File: src/logic/pwmp_cfg.svh
// Constants of the PWM / period counter / prescaler block.
// Assumes AXI4-Lite with 32-bit data; included by package and top.
`ifndef PWMP_CFG_SVH
`define PWMP_CFG_SVH

// ==========================================
// Bus geometry
`define PWMP_AXI_AW         8
`define PWMP_AXI_DW         32

// ==========================================
// Register byte offsets
`define PWMP_OFS_CLOCK      8'h00
`define PWMP_OFS_CTRL       8'h04
`define PWMP_OFS_MASK       8'h08
`define PWMP_OFS_FLAG       8'h0C
`define PWMP_OFS_PERIOD     8'h10
`define PWMP_OFS_DUTY       8'h14
`define PWMP_OFS_ACLR       8'h18
`define PWMP_OFS_AIRQ       8'h1C
`define PWMP_OFS_PCNT       8'h20
`define PWMP_OFS_ACNT       8'h24

// ==========================================
// Field positions
`define PWMP_CLK_MODE_HI    5
`define PWMP_CLK_MODE_LO    4
`define PWMP_CLK_PRE_HI     2
`define PWMP_CTL_OEN        7
`define PWMP_CTL_POL        6
`define PWMP_CTL_IN2_LO     3
`define PWMP_CTL_IN1_LO     0
`define PWMP_MSK_CEN        7
`define PWMP_MSK_IE2        1
`define PWMP_MSK_IE1        0

// ==========================================
// Reset values and responses
`define PWMP_RST_BYTE       8'h00
`define PWMP_RESP_OKAY      2'b00
`define PWMP_RESP_SLVERR    2'b10

`endif

File: src/logic/pwmp_pkg.sv
// Types of the PWM / period counter / prescaler block.
// Assumes pwmp_cfg.svh on the include path.
`include "pwmp_cfg.svh"

package pwmp_pkg;

    // ==========================================
    // Counter configurations
    typedef enum logic [1:0] {
        PWMP_MODE_PHASE  = 2'b00,
        PWMP_MODE_DUAL   = 2'b01,
        PWMP_MODE_PERIOD = 2'b10,
        PWMP_MODE_PRESC  = 2'b11
    } pwmp_mode_e;

    // ==========================================
    // AXI4-Lite carriers
    typedef struct packed {
        logic                    awvalid;
        logic [`PWMP_AXI_AW-1:0] awaddr;
        logic                    wvalid;
        logic [`PWMP_AXI_DW-1:0] wdata;
        logic [3:0]              wstrb;
        logic                    bready;
        logic                    arvalid;
        logic [`PWMP_AXI_AW-1:0] araddr;
        logic                    rready;
    } pwmp_axi_req_s;

    typedef struct packed {
        logic                    awready;
        logic                    wready;
        logic                    bvalid;
        logic [1:0]              bresp;
        logic                    arready;
        logic                    rvalid;
        logic [`PWMP_AXI_DW-1:0] rdata;
        logic [1:0]              rresp;
    } pwmp_axi_rsp_s;

endpackage

File: src/logic/pwmp_top.sv
// PWM with period counter or clock prescaler, AXI4-Lite register slave.
// Assumes one 50 MHz clock; input pins are asynchronous to it.
//
// Functional notes
// Mode code 2 selects PWM with period counter.
// Period mode: accumulator counts only period matches of the PWM counter.
// Period mode: PWM counter clocked by first input selector.
// Period match resets output, clears PWM counter, bumps accumulator, event.
// Duty match changes output state; direction set by polarity.
// Polarity zero: duty match sets output, period match clears it.
// Output enable drives the pin with the chosen polarity.
// Output off: PWM counter still counts, duty value has no effect.
// Period mode: accumulator clears on match with its clear value.
// Accumulator equal to interrupt compare raises the accumulator event.
// Period mode: second input unit inactive, pin left free.
// First pin as clock counts rising, falling or both edges.
// Gated bus clock stops counting while pin at active level.
// Mode code 3 selects PWM with prescaler.
// Prescaler mode: PWM counter steps only on accumulator clear match.
// Prescaler mode: accumulator divides second selector clock by 1 to 256.
// Prescaler mode: accumulator clocked by second input selector.
// Prescaler mode: period match raises event, clears counter, output low; the code sets the output to the polarity bit instead.
// Prescale code n gives bus clock divided by two to the n.
// First selector codes: stop, scaled, gated low/high, fall, rise, both.
// Enable low holds counters clear and output at inactive level.
// Clear value zero gives division by 256 in prescaler mode.
// Each event sets a flag; interrupt needs flag and enable both set.
//
// Added by the designer: the register addresses and register access over AXI4-Lite.
`timescale 1ns/1ns
`include "pwmp_cfg.svh"

module pwmp_top #(
    parameter int PRE_W = 7
) (
    // Clock and reset
    input  wire logic                    clock_i,
    input  wire logic                    rst_i,
    // Register bus
    input  wire pwmp_pkg::pwmp_axi_req_s axi_req_i,
    output pwmp_pkg::pwmp_axi_rsp_s      axi_rsp_o,
    // Pins
    input  wire logic                    first_input_pin_i,
    input  wire logic                    second_input_pin_i,
    output logic                         pwm_output_o,
    output logic                         pwm_output_oe_o,
    output logic                         irq_o
);

    // ==========================================
    // Elaboration check
    if (PRE_W < 7) begin : g_bad_pre
        $error("PRE_W must reach a divide by 128");
    end

    // ==========================================
    // State
    typedef struct packed {
        logic [2:0]            sync1;
        logic [2:0]            sync2;
        logic [1:0]            lvl;
        logic [PRE_W-1:0]      div;
        logic [7:0]            clk_reg;
        logic [7:0]            ctl_reg;
        logic [7:0]            msk_reg;
        logic [1:0]            flags;
        logic [7:0]            period_compare;
        logic [7:0]            duty_compare;
        logic [7:0]            accum_clear_compare;
        logic [7:0]            accum_irq_compare;
        logic [7:0]            pwm_counter;
        logic [7:0]            accum_counter;
        logic                  out_lvl;
        logic                  out_oe;
        logic                  irq;
        logic                  aw_full;
        logic [7:0]            aw_addr;
        logic                  w_full;
        logic [7:0]            w_data;
        logic                  w_strb0;
        pwmp_pkg::pwmp_axi_rsp_s rsp;
    } pwmp_state_s;

    pwmp_state_s s_q;
    pwmp_state_s s_d;

    // ==========================================
    // Helpers
    function automatic logic [3:0] reg_index(input logic [7:0] a);
        reg_index = 4'hF;
        if (a[1:0] == 2'b00 && a <= `PWMP_OFS_ACNT) begin
            reg_index = a[5:2];
        end
    endfunction

    function automatic logic sel_tick(input logic [2:0] sel, input logic scaled,
                                      input logic lvl, input logic rise,
                                      input logic fall, input logic second);
        case (sel)
            3'h0:    sel_tick = 1'b0;
            3'h1:    sel_tick = scaled;
            3'h2:    sel_tick = scaled & lvl;
            3'h3:    sel_tick = scaled & ~lvl;
            3'h4:    sel_tick = fall;
            3'h5:    sel_tick = rise;
            default: sel_tick = second ? (sel[0] ? ~lvl : lvl) : (rise | fall);
        endcase
    endfunction

    // ==========================================
    // Next state
    pwmp_pkg::pwmp_mode_e mode;
    logic [1:0]  lvl_n;
    logic [1:0]  rise;
    logic [1:0]  fall;
    logic        scaled;
    logic        cen;
    logic        pol;
    logic        tick1;
    logic        tick2;
    logic        in1_tick;
    logic        in2_tick;
    logic [7:0]  cnt1_n;
    logic [7:0]  cnt2_n;
    logic        pmatch;
    logic        dmatch;
    logic        amatch;
    logic        aevent;
    logic        do_wr;
    logic [3:0]  widx;
    logic [3:0]  ridx;
    logic [1:0]  fclr;
    logic [7:0]  rbyte;

    always_comb begin
        s_d = s_q;
        // Pin synchronisers, three stages
        s_d.sync1 = {s_q.sync1[1:0], first_input_pin_i};
        s_d.sync2 = {s_q.sync2[1:0], second_input_pin_i};
        lvl_n[0] = (s_q.sync1[1] == s_q.sync1[2]) ? s_q.sync1[2] : s_q.lvl[0];
        lvl_n[1] = (s_q.sync2[1] == s_q.sync2[2]) ? s_q.sync2[2] : s_q.lvl[1];
        s_d.lvl = lvl_n;
        rise = lvl_n & ~s_q.lvl;
        fall = ~lvl_n & s_q.lvl;

        mode = pwmp_pkg::pwmp_mode_e'(s_q.clk_reg[`PWMP_CLK_MODE_HI:`PWMP_CLK_MODE_LO]);
        cen  = s_q.msk_reg[`PWMP_MSK_CEN];
        pol  = s_q.ctl_reg[`PWMP_CTL_POL];

        // Time base divider
        s_d.div = cen ? s_q.div + PRE_W'(1) : '0;
        scaled  = cen & (&(s_q.div | ~((PRE_W'(1) << s_q.clk_reg[`PWMP_CLK_PRE_HI:0])
                                       - PRE_W'(1))));

        in1_tick = cen & sel_tick(s_q.ctl_reg[`PWMP_CTL_IN1_LO +: 3], scaled,
                                  lvl_n[0], rise[0], fall[0], 1'b0);
        in2_tick = cen & sel_tick(s_q.ctl_reg[`PWMP_CTL_IN2_LO +: 3], scaled,
                                  lvl_n[1], rise[1], fall[1], 1'b1);

        // Accumulator counter
        cnt2_n = s_q.accum_counter + 8'h01;
        unique case (mode)
            pwmp_pkg::PWMP_MODE_PHASE:  tick2 = 1'b0;
            pwmp_pkg::PWMP_MODE_DUAL:   tick2 = in2_tick;
            pwmp_pkg::PWMP_MODE_PERIOD: tick2 = 1'b0;
            pwmp_pkg::PWMP_MODE_PRESC:  tick2 = in2_tick;
        endcase
        // Accumulator advance needs the PWM period match in period mode
        cnt1_n = s_q.pwm_counter + 8'h01;
        unique case (mode)
            pwmp_pkg::PWMP_MODE_PHASE:  tick1 = 1'b0;
            pwmp_pkg::PWMP_MODE_DUAL:   tick1 = in1_tick;
            pwmp_pkg::PWMP_MODE_PERIOD: tick1 = in1_tick;
            pwmp_pkg::PWMP_MODE_PRESC:  tick1 = 1'b0;
        endcase
        pmatch = tick1 & (cnt1_n == s_q.period_compare);
        if (mode == pwmp_pkg::PWMP_MODE_PERIOD) begin
            tick2 = pmatch;
        end
        amatch = tick2 & (cnt2_n == s_q.accum_clear_compare);
        aevent = tick2 & (cnt2_n == s_q.accum_irq_compare);
        if (mode == pwmp_pkg::PWMP_MODE_PRESC) begin
            tick1  = amatch;
            pmatch = tick1 & (cnt1_n == s_q.period_compare);
        end
        dmatch = tick1 & (cnt1_n == s_q.duty_compare);

        if (!cen) begin
            s_d.pwm_counter   = 8'h00;
            s_d.accum_counter = 8'h00;
            s_d.out_lvl       = pol;
        end else begin
            if (tick1) begin
                s_d.pwm_counter = pmatch ? 8'h00 : cnt1_n;
            end
            if (tick2) begin
                s_d.accum_counter = amatch ? 8'h00 : cnt2_n;
            end
            if (pmatch) begin
                s_d.out_lvl = pol;
            end else if (dmatch) begin
                s_d.out_lvl = ~pol;
            end
        end
        s_d.out_oe = s_q.ctl_reg[`PWMP_CTL_OEN];

        // AXI write channel capture
        if (axi_req_i.awvalid && s_q.rsp.awready) begin
            s_d.aw_full = 1'b1;
            s_d.aw_addr = axi_req_i.awaddr;
        end
        if (axi_req_i.wvalid && s_q.rsp.wready) begin
            s_d.w_full  = 1'b1;
            s_d.w_data  = axi_req_i.wdata[7:0];
            s_d.w_strb0 = axi_req_i.wstrb[0];
        end
        if (s_q.rsp.bvalid && axi_req_i.bready) begin
            s_d.rsp.bvalid = 1'b0;
        end
        do_wr = s_q.aw_full & s_q.w_full & ~s_q.rsp.bvalid;
        widx  = reg_index(s_q.aw_addr);
        fclr  = 2'b00;
        if (do_wr) begin
            s_d.aw_full    = 1'b0;
            s_d.w_full     = 1'b0;
            s_d.rsp.bvalid = 1'b1;
            s_d.rsp.bresp  = (widx == 4'hF) ? `PWMP_RESP_SLVERR : `PWMP_RESP_OKAY;
            if (s_q.w_strb0) begin
                unique case (widx)
                    4'h0: s_d.clk_reg = s_q.w_data & 8'h37;
                    4'h1: s_d.ctl_reg = s_q.w_data;
                    4'h2: s_d.msk_reg = s_q.w_data & 8'h83;
                    4'h3: fclr = s_q.w_data[1:0];
                    4'h4: s_d.period_compare = s_q.w_data;
                    4'h5: s_d.duty_compare = s_q.w_data;
                    4'h6: s_d.accum_clear_compare = s_q.w_data;
                    4'h7: s_d.accum_irq_compare = s_q.w_data;
                    default: ;
                endcase
            end
        end

        // Flags: a new event wins over a clear
        s_d.flags = (s_q.flags & ~fclr) | {aevent, pmatch};
        s_d.irq   = |(s_d.flags & s_d.msk_reg[`PWMP_MSK_IE2:`PWMP_MSK_IE1]);

        s_d.rsp.awready = ~s_d.aw_full & ~s_d.rsp.bvalid;
        s_d.rsp.wready  = ~s_d.w_full & ~s_d.rsp.bvalid;

        // AXI read channel
        ridx = reg_index(axi_req_i.araddr);
        unique case (ridx)
            4'h0:    rbyte = s_q.clk_reg;
            4'h1:    rbyte = s_q.ctl_reg;
            4'h2:    rbyte = s_q.msk_reg;
            4'h3:    rbyte = {6'h00, s_q.flags};
            4'h4:    rbyte = s_q.period_compare;
            4'h5:    rbyte = s_q.duty_compare;
            4'h6:    rbyte = s_q.accum_clear_compare;
            4'h7:    rbyte = s_q.accum_irq_compare;
            4'h8:    rbyte = s_q.pwm_counter;
            4'h9:    rbyte = s_q.accum_counter;
            default: rbyte = 8'h00;
        endcase
        if (s_q.rsp.rvalid && axi_req_i.rready) begin
            s_d.rsp.rvalid = 1'b0;
        end
        if (axi_req_i.arvalid && s_q.rsp.arready) begin
            s_d.rsp.rvalid = 1'b1;
            s_d.rsp.rdata  = {24'h00_0000, rbyte};
            s_d.rsp.rresp  = (ridx == 4'hF) ? `PWMP_RESP_SLVERR : `PWMP_RESP_OKAY;
        end
        s_d.rsp.arready = ~s_d.rsp.rvalid;
    end

    // ==========================================
    // Registers
    always_ff @(posedge clock_i or posedge rst_i) begin
        if (rst_i) begin
            s_q <= '0;
        end else begin
            s_q <= s_d;
        end
    end

    // ==========================================
    // Outputs
    assign axi_rsp_o       = s_q.rsp;
    assign pwm_output_o    = s_q.out_lvl;
    assign pwm_output_oe_o = s_q.out_oe;
    assign irq_o           = s_q.irq;

endmodule

File: config.mk
export PLATFORM = sky130hd
export DESIGN_NAME = pwmp_top
export DESIGN_NICKNAME = d
export VERILOG_FILES = /design/src/logic/pwmp_pkg.sv /design/src/logic/pwmp_top.sv
export VERILOG_INCLUDE_DIRS = /design/src /design/src/logic
export SDC_FILE = /design/constraint.sdc
export NUM_CORES = 1
export LEC_CHECK = 0
export ABC_AREA = 1
export BUFFER_PORTS_ARGS = -buffer_cell sky130_fd_sc_hd__buf_2
export CAP_MARGIN = 0
export CORE_MARGIN = 3
export CORE_UTILIZATION = 50
export DETAILED_ROUTE_END_ITERATION = 7
export MAX_ROUTING_LAYER = met4
export PLACE_DENSITY = 0.76
export SYNTH_ARGS = -nofsm -noshare
export SYNTH_HDL_FRONTEND = slang
export SYNTH_SLANG_ARGS = --single-unit
File: constraint.sdc
create_clock -name clock_i -period 11.1 [get_ports clock_i]
set_input_delay 1.11 -clock clock_i [delete_from_list [all_inputs] [get_ports clock_i]]
set_output_delay 1.11 -clock clock_i [all_outputs]
set_load 0.05 [all_outputs]
==> results.txt, run 1 <==
* Ratio of cells with drive above 1 in the final layout: a little under an eighth
* Iteration-0 DRC Markers: between 400 and 500
- For the pin with the worst max-slew slack, the measured transition is between 700 and 800 ps.
- The top cell types in the final layout, fill and taps aside, are nand2_1, dfrtp_1, inv_1.
- The smallest clock period supported by the final layout is computed as slightly below 3000 ps.
- Buffers inserted by post-CTS timing repair: 0
- Data on the critical path is required at its endpoint by 11400 ps.
- Dividing the final minimum period by the clock period gives between 20% and 30%.
* Startpoint of the most critical register-to-register path: s_q[131]
- The area growth from synthesis to layout is 12.5%.
- Clock-pin slew was measured on the worst setup and hold paths at approximately 50 ps.
- Die ar.: approximately 14000 um^2
* Average wire per cell in the routed design: approximately 14 um
* Total number of clock tree sinks: ~120
* Post-route DRC violation count: 0
- Register area share after synthesis: between 40 and 50%
- The worst register-to-register path ends at s_q[72].
* Hold depth: 0
* Most frequent standard cell in the layout excluding fill and tap cells: nand2_1
* Final worst-path setup slack: 8210 ps
* Max Fanout on Critical Path: 11
- Setup repair after global routing left no endpoint under its margin.
- Initial core utilization: a little over half
- The wire-length estimate of the detail-placed layout is between 10000 and 15000 um.
- Layout net count: about 950
* Number of cells on the worst reg-to-reg path: 16
* Worst-case clock buffer depth: 2
* Slack of the worst reg-to-reg path: 8210 ps
- Dividing the detail-routed via count by the number of cells gives around 5.2.
- 0 antenna diodes ended up in the layout.
- Total of warnings raised by yosys: 0
- The first global-routing pass estimated approximately 24000 um of wire.
- At the worst endpoint, the arrival time is around 3200 ps.
- Prior to clock tree synthesis, the placed netlist has a worst setup slack of 7890 ps.
* Clock buffers created by TritonCTS: 17
- The synthesized netlist contains 36 unique library cells.
- Across the run, the number of max-cap violations was 0.
- The worst hold path belongs to the class register to register.
* Mapped cell area: 6430 um^2
* Worst supply voltage drop on vdd: around 0.00020 V
* #FFs+latches synth: between 100 and 150
- By area the synthesized netlist is led by dfrtp_1, nand2_1, o21ai_0.
* Height of the die: between 100 and 150 um
- The congestion estimate from routability-driven global placement came to 0.889.
* Number of global-route vias before repair: 5002
* Total detailed-routing wirelength: between 10000 and 15000 um
- Measured along the x axis, the die boundary spans roughly 120 um.
- The average instance in the mapped netlist occupies between 7 and 8 um^2.
- Once detail routing completed, the nets flagged for antenna violations numbered 0.
- The initialized floorplan defines 40 standard-cell rows.
- The clock tree synthesis step divided the H-tree into 4 levels.
* Mapped Cells: 835
- Total iterations of the first detailed-routing run: 5
- Overall overflow remaining after global route: 0
* Root Buffer Master: clkbuf_16
- Dominant cell type by area after synthesis: dfrtp_1
* Count of input and output buffers: 51
* PwrDens: 181 nW/um^2
- The worst hold path terminates at s_d[151].
- Tot Pwr: 1.31 mW
- The number of slew-limit violations in the final report was 0.
- Worst-Skew Late Latency: 420 ps
- Placeable core area: 12300 um^2
- The worst hold path begins at s_d[150].
* Aggregate global-route resource usage: about 22%
- Measured on the finished design, the core utilization comes to roughly 59%.
* Outcome: completed
- The number of antenna violations at the first check in global routing was 0.
- Static leakage: roughly 3.6 nW
- Adding up every negative setup slack in the final design gives 0 ps.
- Final-report setup violation count: 0
* Category of the critical setup timing path: register to register
- For this block, the via count after detailed routing is 5466.
* Cells resized by post-CTS repair: 0
- Final-report hold violation count: 0
* Critical Path Source Type: register
* Max Clock Freq: approximately 0.35 GHz
- Element type at the critical path end: register
- Headroom to the max-slew limit came out at 48.2%.
* Area fraction of the dominant cell type after synthesis: approximately 46%
* Count of boundary I/O pins: 105
- For this design, the CTS-stage hold fixing added 0 buffers.
- On the final layout, the worst clock skew is ~10 ps.
- Entering global routing, the biggest net connects 67 pins.
- TritonCTS built the clock tree.
## synthesized netlist by cell type
master / n
nand2_1: 244
dfrtp_1: 118
inv_1: 110
o21ai_0: 83
nand3_1: 45
nor2_1: 45
buf_4: 41
a21oi_1: 19
nand4_1: 16
o22ai_1: 11
xor2_1: 11
ha_1: 9
a221oi_1: 8
clkbuf_1: 8
nand2_2: 7
nor4_1: 7
o31ai_1: 7
xnor2_1: 7
buf_2: 5
nor2_2: 5
nor3_1: 5
o2111ai_1: 3
or2_2: 3
a31oi_1: 2
clkinv_1: 2
inv_2: 2
nand3_2: 2
nand3b_1: 2
a22oi_1: 1
buf_6: 1
conb_1: 1
nor2_4: 1
o21ai_4: 1
o21bai_1: 1
o221ai_1: 1
or2_0: 1
## where the power goes
part,switching [mW],internal [mW]
registers,0.0331,0.488
logic,0.180,0.0521
clock network,0.193,0.364
## final cells by class
class	instances	area (um^2)
Inverter	114	430
Tap cell	168	210
Clock inverter	12	151
Multi-Input combinational cell	573	2770
Sequential cell	118	2950
Timing Repair Buffer	52	263
Fill cell	1154	5070
Clock buffer	20	457
## routing by layer
| layer | part of all wire, % | GRT usage [%] |
|---|---|---|
| met4 | 2.4 | 8.66 |
| met5 | 0 | - |
| met2 | 46 | 33.7 |
| met3 | 6.4 | 4.75 |
| met1 | 45 | 29.5 |
## worst max-delay path: stages (launching register included)
cell	delay, ps
dfrtp_1	500
inv_1	160
nand2_1	120
ha_1	260
nand4_1	140
nand2_1	90
a21oi_1	40
nor2_1	160
nand3_1	120
nand2_1	70
nand3_1	120
o21ai_4	300
nand3_2	130
nand2_2	230
nor2_1	200
nand2_1	100
nand2_1	50
## flip-flops by register name, indices dropped and copies added, names as in the netlist, 2 cells and up
name	cells
s_q	91
axi_rsp_o	15
s_d	5
mode	2
## logic make-up (layout without fill, tap and decap cells)
family / count (synthesis) / count (layout) / synth area share, %
buf+inv: 169 / 198 / 12.5
other cells: 1 / 26 / 0.0583
flops: 118 / 118 / 45.9
compound gates: 137 / 137 / 12.1
simple gates: 383 / 383 / 25.3
fa+ha+maj: 9 / 9 / 1.75
xor+xnor: 18 / 18 / 2.45
## per-stage QoR
step | cells | cell area [um^2] | hold WS, ps
global route | 1057 | 7240 | 356
CTS | 1057 | 7240 | 351
finish | 1057 | 7240 | 348
global placement | 1025 | 6630 | 335
detailed placement | 1025 | 6630 | 338
floorplan | 860 | 6530 | 331
## worst max path at each step
| stage | start | to | slack [ps] | depth (start not counted) |
|---|---|---|---|---|
| finish | s_q[131] | s_q[72] | 8210 | 16 |
| global route | s_q[131] | s_q[73] | 7960 | 16 |
| CTS | s_q[131] | s_q[75] | 8270 | 16 |
| detailed placement | axi_req_i[7] | axi_rsp_o[4] | 7890 | 11 |
| global placement | axi_req_i[1] | axi_rsp_o[4] | 7910 | 11 |
| floorplan | rst_i | axi_rsp_o[1] | 6860 | 1 |
Note: power is estimated with default switching activity, not from simulation.
==> run 2, diff against run 1 <==
--- a/config.mk
+++ b/config.mk
@@ -13,7 +13,7 @@
 export CORE_UTILIZATION = 50
 export DETAILED_ROUTE_END_ITERATION = 7
 export MAX_ROUTING_LAYER = met4
-export PLACE_DENSITY = 0.76
+export PLACE_DENSITY = 0.79
 export SYNTH_ARGS = -nofsm -noshare
 export SYNTH_HDL_FRONTEND = slang
 export SYNTH_SLANG_ARGS = --single-unit
==> constraint.sdc (replaced) <==
create_clock -name clock_i -period 2.6 [get_ports clock_i]
set_input_delay 0.26 -clock clock_i [delete_from_list [all_inputs] [get_ports clock_i]]
set_output_delay 0.26 -clock clock_i [all_outputs]
set_load 0.05 [all_outputs]
==> run 2 against run 1 <==
  * The run now ends with DRC, hold timing left
  * Final cell count rose by 2.6%
  * Total power grew to 4.3 times the previous value
  * Global-route usage up 0.53 points
  * Routed wire length grew 5.5%
  * Clock power increased to 4.3 times the previous value
  * Maximum frequency rose by 20%
  * Critical endpoint is now s_q[78]
  * Final area rose by 4.1%
  * Register-to-register slack worse by 8000 ps
  * First-iteration DRC count grew 17%
  * Count of clock-buffer cells in the layout unchanged
==> results.txt, run 2 (synthesized netlist as in run 1, its figures left out) <==
- The flip-flop count of the largest register after layout was 91 (unchanged).
* Placeable core area: 12300 um^2 (unchanged)
* Slack of the worst reg-to-reg path: 200 ps (-8010 ps)
* Max-Slew Margin vs Limit: 50.3% (+2.1 points)
- Total iterations of the first detailed-routing run: 8 (+3)
* Clock-pin transition on the worst setup and hold timing paths: 60 ps (about the same)
- Clock network fraction of total power: 42.5% (about the same)
- Share of total power consumed by net switching: 31.0% (about the same)
- The antenna cell count came to 0 (unchanged).
- Pin count of the biggest net entering global routing: 119 (+78%)
* Sequential Power Share: 39.4% (-0.4 points)
* Height of the die: 119 um (unchanged)
- Filler Cells Inserted: 1093 (-5.3%)
- Critical path arrival: 2710 ps (-480 ps)
- The share of layout cells above drive strength 1 came to 15.7% (+3.9 points).
- More flip-flops sit in one register than any other, and that register is s_q.
- The transition at the pin with the smallest max-transition slack was 739 ps (-36.2 ps).
* Area of the multi-input gates: 2840 um^2 (+2.3%)
- The combinational fraction of design power came to 18.1% (+0.4 points).
* Total number of clock tree sinks: 118 (unchanged)
- H-tree levels: 4 (unchanged)
- Cell internal pwr: 3.90 mW (+330%)
* Pre-CTS WS: 19.4 ps (-7870 ps)
* Count of input and output buffers: 51 (unchanged)
- By startpoint and endpoint, the worst setup path is classified as register to register.
* Path category of the worst min-delay check: input pin to asynchronous set/reset pin
- The number of setup violations in the final report came to 0 (unchanged).
* Vias: 5747 (+5.1%)
- Setup repair after global routing could not meet its margin everywhere.
- The leakage dissipation is 3.75 nW (+4.1%).
- Worst supply voltage drop on vdd: 0.000597 V (+190%)
- Global-route wire length before repair: 25100 um (+3.4%)
* # Max-Cap Violations: 0 (unchanged)
- Area growth, synth to finish: 17.1%
- TritonCTS built the clock tree.
- Element type at the critical path end: register
- Total detailed-routing wirelength: 15600 um (+5.5%)
- Initial antenna violation count: 0 (unchanged)
* Detail-routed via count per cell: 5.30 (+2.5%)
- The largest fanout on the critical path was 7 (-4).
- The overall die area is 14300 um^2 (unchanged).
- Rows: 40 (unchanged)
- The number of routed nets with antenna violations is 0 (unchanged).
- The number of slew-limit violations in the final report is 0 (unchanged).
- Worst r2r dst: s_q[78]
- The post-layout worst setup margin is 198 ps (-8010 ps).
- Worst Hold Slack: -33.2 ps (-382 ps)
* Startpoint of the most critical register-to-register path: s_q[71]
- Count of boundary I/O pins: 105 (unchanged)
- The maximum buffer depth of the clock tree was 2 (unchanged).
- Most frequent standard cell in the layout excluding fill and tap cells: nand2_1
- Detail Placement HPWL: 11100 um (+0.34%)
* Number of global-route vias before repair: 5272 (+5.4%)
- CP startpoint: s_q[71]
- The utilization after layout came to 61.2% (+2.4 points).
- The reported net switching power is 1.75 mW (+330%).
* PwrDens: 750 nW/um^2 (+310%)
- Endpoint required time on the critical path: 2910 ps (-8490 ps)
- The routability congestion estimate came to 0.920 (+3.5%).
- The first-iteration detailed-routing DRC count is 548 (+17%).
- Aggregate global-route resource usage: 22.8% (+0.53 points)
- Final-report hold violation count: 14 (+14)
- The shortest clock period the worst path allows after layout came to 2400 ps (-488 ps).
* Tot Pwr: 5.65 mW (+330%)
* Average wire per cell in the routed design: 14.4 um (+2.8%)
- Final worst clock skew: 11.6 ps (+1.68 ps)
- The number of cell instances on the worst register-to-register path came to 17 (+1).
- The final routed DRC violation total came to 2 (+2).
- The post-layout net count was 973 (+2.9%).
- The library cells used most frequently in the layout, excluding fill and tap cells, are nand2_1, dfrtp_1, inv_1.
- Critical Path Source Type: register
- The post-route clock period utilization came to 92.4% (+66 points).
* Outcome: complete, but fails checks
- The register area was 2950 um^2 (unchanged).
- The fmax is 0.416 GHz (+20%).
- Initial core utilization: 52.3% (unchanged)
- The critical path ends at s_q[78].
- The checks that failed: DRC, hold timing.
* Overall overflow remaining after global route: 0 (unchanged)
* Clock buffers created by TritonCTS: 17 (unchanged)
- Root Buffer Master: clkbuf_16
- The width of the die was 119 um (unchanged).
* Worst-Skew Late Latency: 420 ps (about the same)
[run 2: power groups by stage]
| stage | Clock (mW) | Combinational [mW] | Sequential (mW) |
|---|---|---|---|
| after CTS | 2.44 | 1.01 | 2.22 |
| after global routing | 2.50 | 1.15 | 2.25 |
| final | 2.40 | 1.03 | 2.23 |
| after floorplan | 0 | 0.812 | 2.22 |
| after detailed placement | 0 | 1.00 | 2.24 |
| after global placement | 0 | 0.974 | 2.24 |
[run 2: cell type report]
| class | count | share of cell area (%) |
|---|---|---|
| multi-input combinational | 573 | 37.7 |
| sequential | 118 | 39.2 |
| clock buffer | 20 | 6.19 |
| tap | 168 | 2.79 |
| inverter | 114 | 5.73 |
| clock inverter | 12 | 2.01 |
| timing repair buffer | 79 | 6.41 |
[run 2: metrics by stage]
stage	area, um^2	hold slack [ps]	setup TNS (ps)	std cells
finish	7530	-33.2	0	1084
detailed placement	6810	342	0	1047
CTS	7450	13.3	0	1081
floorplan	6530	291	0	860
global placement	6810	334	0	1047
global route	7530	28.7	-15.1	1084
[run 2: how the worst min path moves through the flow]
stage | cells past startpoint | end | from
4_1_cts | 3 | s_q[51] | axi_req_i[48]
6_report | 3 | s_q[57] | rst_i
3_5_place_dp | 0 | s_d[151] | s_d[150]
2_1_floorplan | 0 | s_d[147] | second_input_pin_i
5_1_grt | 3 | s_q[57] | axi_req_i[54]
3_3_place_gp | 0 | s_d[151] | s_d[150]
[run 2: worst max-delay path, cell delays in order, from the launching register on]
cell     delay (ps)
dfrtp_1         360
ha_2            230
nand3_1         120
nor2_2          170
nand2_1          70
nand2_1          90
nand2_2          80
nand2_1          80
nand2_1          60
nor2_2          100
nand3_2         130
o21ai_4         200
nand4_1         150
nand2_2         110
nor2_4           60
buf_4           150
nand3_1          70
nand2_1          50
[run 2: repair_timing]
action / in CTS / in global routing
hold endpoints to repair: 2 / 0
hold buffers: 2 / 0
buffers inserted: 0 / 3
resized for setup: 0 / 17
setup endpoints to repair: 0 / 34
[run 2: routing by layer]
metal  global-route usage [%]  share of wire (%)  vias to the layer above
met5                        -                  0                        -
met4                     10.2                3.3                        0
met3                     5.22                8.6                       51
met2                     34.1                 46                      259
met1                     29.7                 42                     2671
li1                         -                  -                     2766
==> run 3, diff against run 2 <==
--- a/config.mk
+++ b/config.mk
@@ -6,14 +6,15 @@
 export SDC_FILE = /design/constraint.sdc
 export NUM_CORES = 1
 export LEC_CHECK = 0
-export ABC_AREA = 1
+export ABC_AREA = 0
 export BUFFER_PORTS_ARGS = -buffer_cell sky130_fd_sc_hd__buf_2
 export CAP_MARGIN = 0
 export CORE_MARGIN = 3
 export CORE_UTILIZATION = 50
 export DETAILED_ROUTE_END_ITERATION = 7
+export HOLD_SLACK_MARGIN = 0.12
 export MAX_ROUTING_LAYER = met4
-export PLACE_DENSITY = 0.79
+export PLACE_DENSITY = 0.78
 export SYNTH_ARGS = -nofsm -noshare
 export SYNTH_HDL_FRONTEND = slang
 export SYNTH_SLANG_ARGS = --single-unit
==> run 3 against run 2 <==
  * The flow finishes with violations (setup timing)
  * Die area rose by 3.8%
  * Critical path depth fell by 7
  * Clock skew fell by 5.4 ps
  * Final area rose by 11%
  * Combinational power rose by 12%
  * Critical path type unchanged
==> results.txt, run 3 <==
- Mux contribution to synthesized area: 12.0% (+12 points)
- The worst endpoint data arrival time came to 3090 ps (+380 ps).
- The maximum number of pins on one net before global-route repair was 43 (-64%).
* Worst r2r dst: s_q[77]
- Path length in cells of the critical path: 10 (-7)
- Worst setup path endpoint: s_q[77]
* Most flop-heavy register: s_q
- The final routed wirelength across all metal layers was 17900 um (+14%).
- Family with the most delay on the worst path: compound AO/OA/AOI/OAI gates
- Total number of clock tree sinks: 118 (unchanged)
- Clock buffers created by TritonCTS: 17 (unchanged)
- Number of enable-type register cells in the synthesized netlist: 0 (unchanged)
* Overall overflow remaining after global route: 0 (unchanged)
- Die span in x: 122 um (+1.9%)
- Pre-CTS WS: -243 ps (-262 ps)
- The number of warning messages in the yosys log is 0 (unchanged).
* Sequential Power Share: 42.9% (+3.5 points)
- CP startpoint: s_q[63]
- Endpoint required time on the critical path: 2900 ps (about the same)
* Max FFs per register: 91 (unchanged)
- The fmax is 0.357 GHz (-14%).
* Total iterations of the first detailed-routing run: 5 (-3)
- The setup slack on the worst flop-to-flop path was -200 ps (-400 ps).
- Max Fanout on Critical Path: 7 (unchanged)
- The fraction of synthesized cell area taken by the top area cell type is 44.1% (-1.8 points).
- Clock tree synthesis selected as its root buffer the cell clkbuf_16.
- The reported net switching power was 1.91 mW (+9.2%).
* H-tree levels: 4 (unchanged)
- Most common cell in the synthesized netlist: dfrtp_1
- The max-cap check violation count was 0 (unchanged).
- The die span in y came to 122 um (+1.9%).
- Static leakage: 3.92 nW (+4.5%)
- The simple-gate portion of the synthesized area is 13.9% (-11 points).
- The critical path is of the register to register type.
* Antenna Nets Post-Route: 0 (unchanged)
* Violations in the final reports: setup timing
* Most frequent standard cell in the layout excluding fill and tap cells: dfrtp_1
- The worst voltage drop across the vdd grid came to 0.000749 V (+25%).
- Maximum cell stage delay along the critical path: 420 ps (+60 ps)
- Clock-pin transition on the worst setup and hold timing paths: 50 ps (about the same)
- Dominant cell type by area after synthesis: dfrtp_1
* Placed insts: 877 (-16%)
* Worst-case clock buffer depth: 2 (unchanged)
* Final Slew Violations: 0 (unchanged)
- Area growth, synth to finish: 25.1%
- Unrepaired setup endpoints after global routing: true
- The number of endpoints with negative hold slack in the final report is 0 (-14).
* Placeable core area: 12900 um^2 (+4.6%)
* Detail-routed via count per cell: 5.76 (+8.7%)
* Synth Area in Adders: 1.98% (+0.23 points)
* Initial core utilization: 52.0% (-0.27 points)
- Iteration-0 DRC Markers: 468 (-15%)
* Final worst clock skew: 6.22 ps (-5.43 ps)
* Clock network fraction of total power: 37.7% (-4.8 points)
- Element type at the critical path end: register
- In this run the critical register-to-register path is launched from s_q[63].
- #FFs+latches synth: 118 (unchanged)
- Final worst-path setup slack: -198 ps (-396 ps)
- Path category of the worst min-delay check: input pin to register
* Commonest cells after routing, fill and taps aside: dfrtp_1, buf_4, mux2_2
- The sequential share of the synthesized area came to 44.1% (-1.8 points).
* Mapped cell area: 6700 um^2 (+4.0%)
- XOR/XNOR share of the synthesized area: 7.05% (+4.6 points)
* Worst-Skew Late Latency: 420 ps (about the same)
- The number of global-route vias before repair was 5402 (+2.5%).
- Global-route wire length before repair: 27800 um (+11%)
- Walking the worst path, the cells encountered are ha_1 -> and3_1 -> xnor2_1 -> nand2_1 -> a211oi_2 -> o2111ai_2 -> buf_4 -> o311a_4 -> and2_4 -> a221o_1.
- Count of input and output buffers: 51 (unchanged)
- PwrDens: 708 nW/um^2 (-5.6%)
* Post-route DRC violation count: 0 (-2)
* Compound-cell area share of the yosys netlist: 13.1% (+0.99 points)
- Detail Placement HPWL: 12800 um (+16%)
- The post-route non-filler standard cell count is 938 (-13%).
- The number of top-level pins was 105 (unchanged).
- Cell internal pwr: 4.02 mW (+3.0%)
- Final-report setup violation count: 17 (+17)
* Antenna Cells: 0 (unchanged)
* CTS tree: done
- The total number of placement rows is 41 (+2.5%).
- The number of antenna violations at the first check in global routing was 0 (unchanged).
- STA classifies the critical path startpoint as a register.
- Number of buffer and inverter instances along the worst setup path: 1 (unchanged)
- After synthesis, the most frequently instantiated cells are dfrtp_1, mux2_2, buf_4, nor2_1, nand2_1.
- The number of cell instances on the worst register-to-register path came to 10 (-7).
* Routability congestion estimate: 0.970 (+5.4%)
- Mapped Cells: 633 (-24%)
- The mean instance size in the synthesized netlist came to 10.6 um^2 (+37%).
- Die ar.: 14800 um^2 (+3.8%)
- Vias: 5407 (-5.9%)
- Layout net count: 823 (-15%)
* Share of total power consumed by net switching: 32.3% (+1.3 points)
* Outcome: complete, but fails checks
- Share of flip-flops with an asynchronous set or reset: 100% (unchanged)
* Most used DFF post-synth: dfrtp_1
- Average wire per cell in the routed design: 19.1 um (+32%)
- Ratio of cells with drive above 1 in the final layout: 34.2% (+18 points)
* Slew @ Worst Pin: 815 ps (+76.6 ps)
- By area the synthesized netlist is led by dfrtp_1, mux2_2, buf_4.
- Max-Slew Margin vs Limit: 45.5% (-4.8 points)
- The number of distinct library cells after synthesis came to 75 (+110%).
- The global routing usage summed across all routing layers was 25.3% (+2.5 points).
- Slowest-stage cell, CP: a211oi_2
- The post-route clock period utilization came to 108% (+15 points).
* Tmin final: 2800 ps (+396 ps)
- Dominant combinational cell family by area after synthesis: simple AND/OR/NAND/NOR gates
* Combinational share of power: 19.4% (+1.3 points)
-- run 3: area by class of cell --
class / instances / area, um^2
Fill cell: 1008 / 4500
Multi-Input combinational cell: 452 / 3520
Sequential cell: 118 / 2950
Clock inverter: 12 / 130
Inverter: 21 / 82.6
Clock buffer: 20 / 437
Timing Repair Buffer: 143 / 1040
Tap cell: 172 / 215
-- run 3: timing repair --
item	CTS	global route
setup endpoints to repair	18	19
pin swaps	3	11
gates cloned	0	1
setup buffers	1	4
gates resized for setup	9	34
hold endpoints to repair	59	0
hold buffers	23	0
-- run 3: worst register-to-register path, stage by stage (launching register included) --
cell and delay [ps]:
dfrtp_1 390, ha_1 250, and3_1 280, xnor2_1 190
nand2_1 90, a211oi_2 420, o2111ai_2 230, buf_4 190
o311a_4 130, and2_4 190, a221o_1 300
-- run 3: cells by family after synthesis --
logic type,after synthesis
AOI/OAI and AO/OA,119
xor gates and xnor gates,49
adders and majority gates,11
buffers and inverters,89
DFF,118
muxes,71
other,1
and+or+nand+nor,175
-- run 3: how the worst min path moves through the flow --
| stage | startpoint | endpoint | slack (ps) | cells past startpoint |
|---|---|---|---|---|
| finish | axi_req_i[10] | axi_rsp_o[40] | 140 | 3 |
| floorplan | second_input_pin_i | s_d[147] | 290 | 0 |
| global route | axi_req_i[10] | axi_rsp_o[40] | 160 | 3 |
| detailed placement | s_d[147] | s_d[148] | 340 | 0 |
| global placement | s_d[147] | s_d[148] | 340 | 0 |
| CTS | axi_req_i[10] | axi_rsp_o[40] | 130 | 3 |
-- run 3: metrics by stage --
step / cell area, um^2 / util [%] / TNS, ps / total power [mW] / hold slack [ps]
floorplan: 6810 / - / -675 / 3.27 / 291
global placement: 7330 / 57.0 / -1310 / 3.57 / 339
detailed placement: 7330 / 57.0 / -1790 / 3.63 / 338
CTS: 8170 / 63.5 / -691 / 5.90 / 134
global route: 8380 / 65.1 / -4650 / 6.19 / 163
finish: 8380 / 65.1 / -1660 / 5.93 / 141
-- run 3: power groups by stage --
stage               Clock (mW)  Combinational, mW  Sequential, mW
floorplan                    0              0.904            2.36
global placement             0               1.03            2.53
detailed placement           0               1.07            2.56
CTS                       2.26               1.11            2.53
global route              2.35               1.26            2.58
finish                    2.24               1.15            2.54
-- run 3: metal layers --
layer  up-vias  global-route usage [%]  wire length, um  share of wire (%)
li1       2468                       -                -                  -
met1      2657                    31.8             7240                 41
met2       246                    40.8             8760                 49
met3        36                    5.01             1370                7.7
met4         0                    9.17              490                2.7
met5         -                       -                0                  0
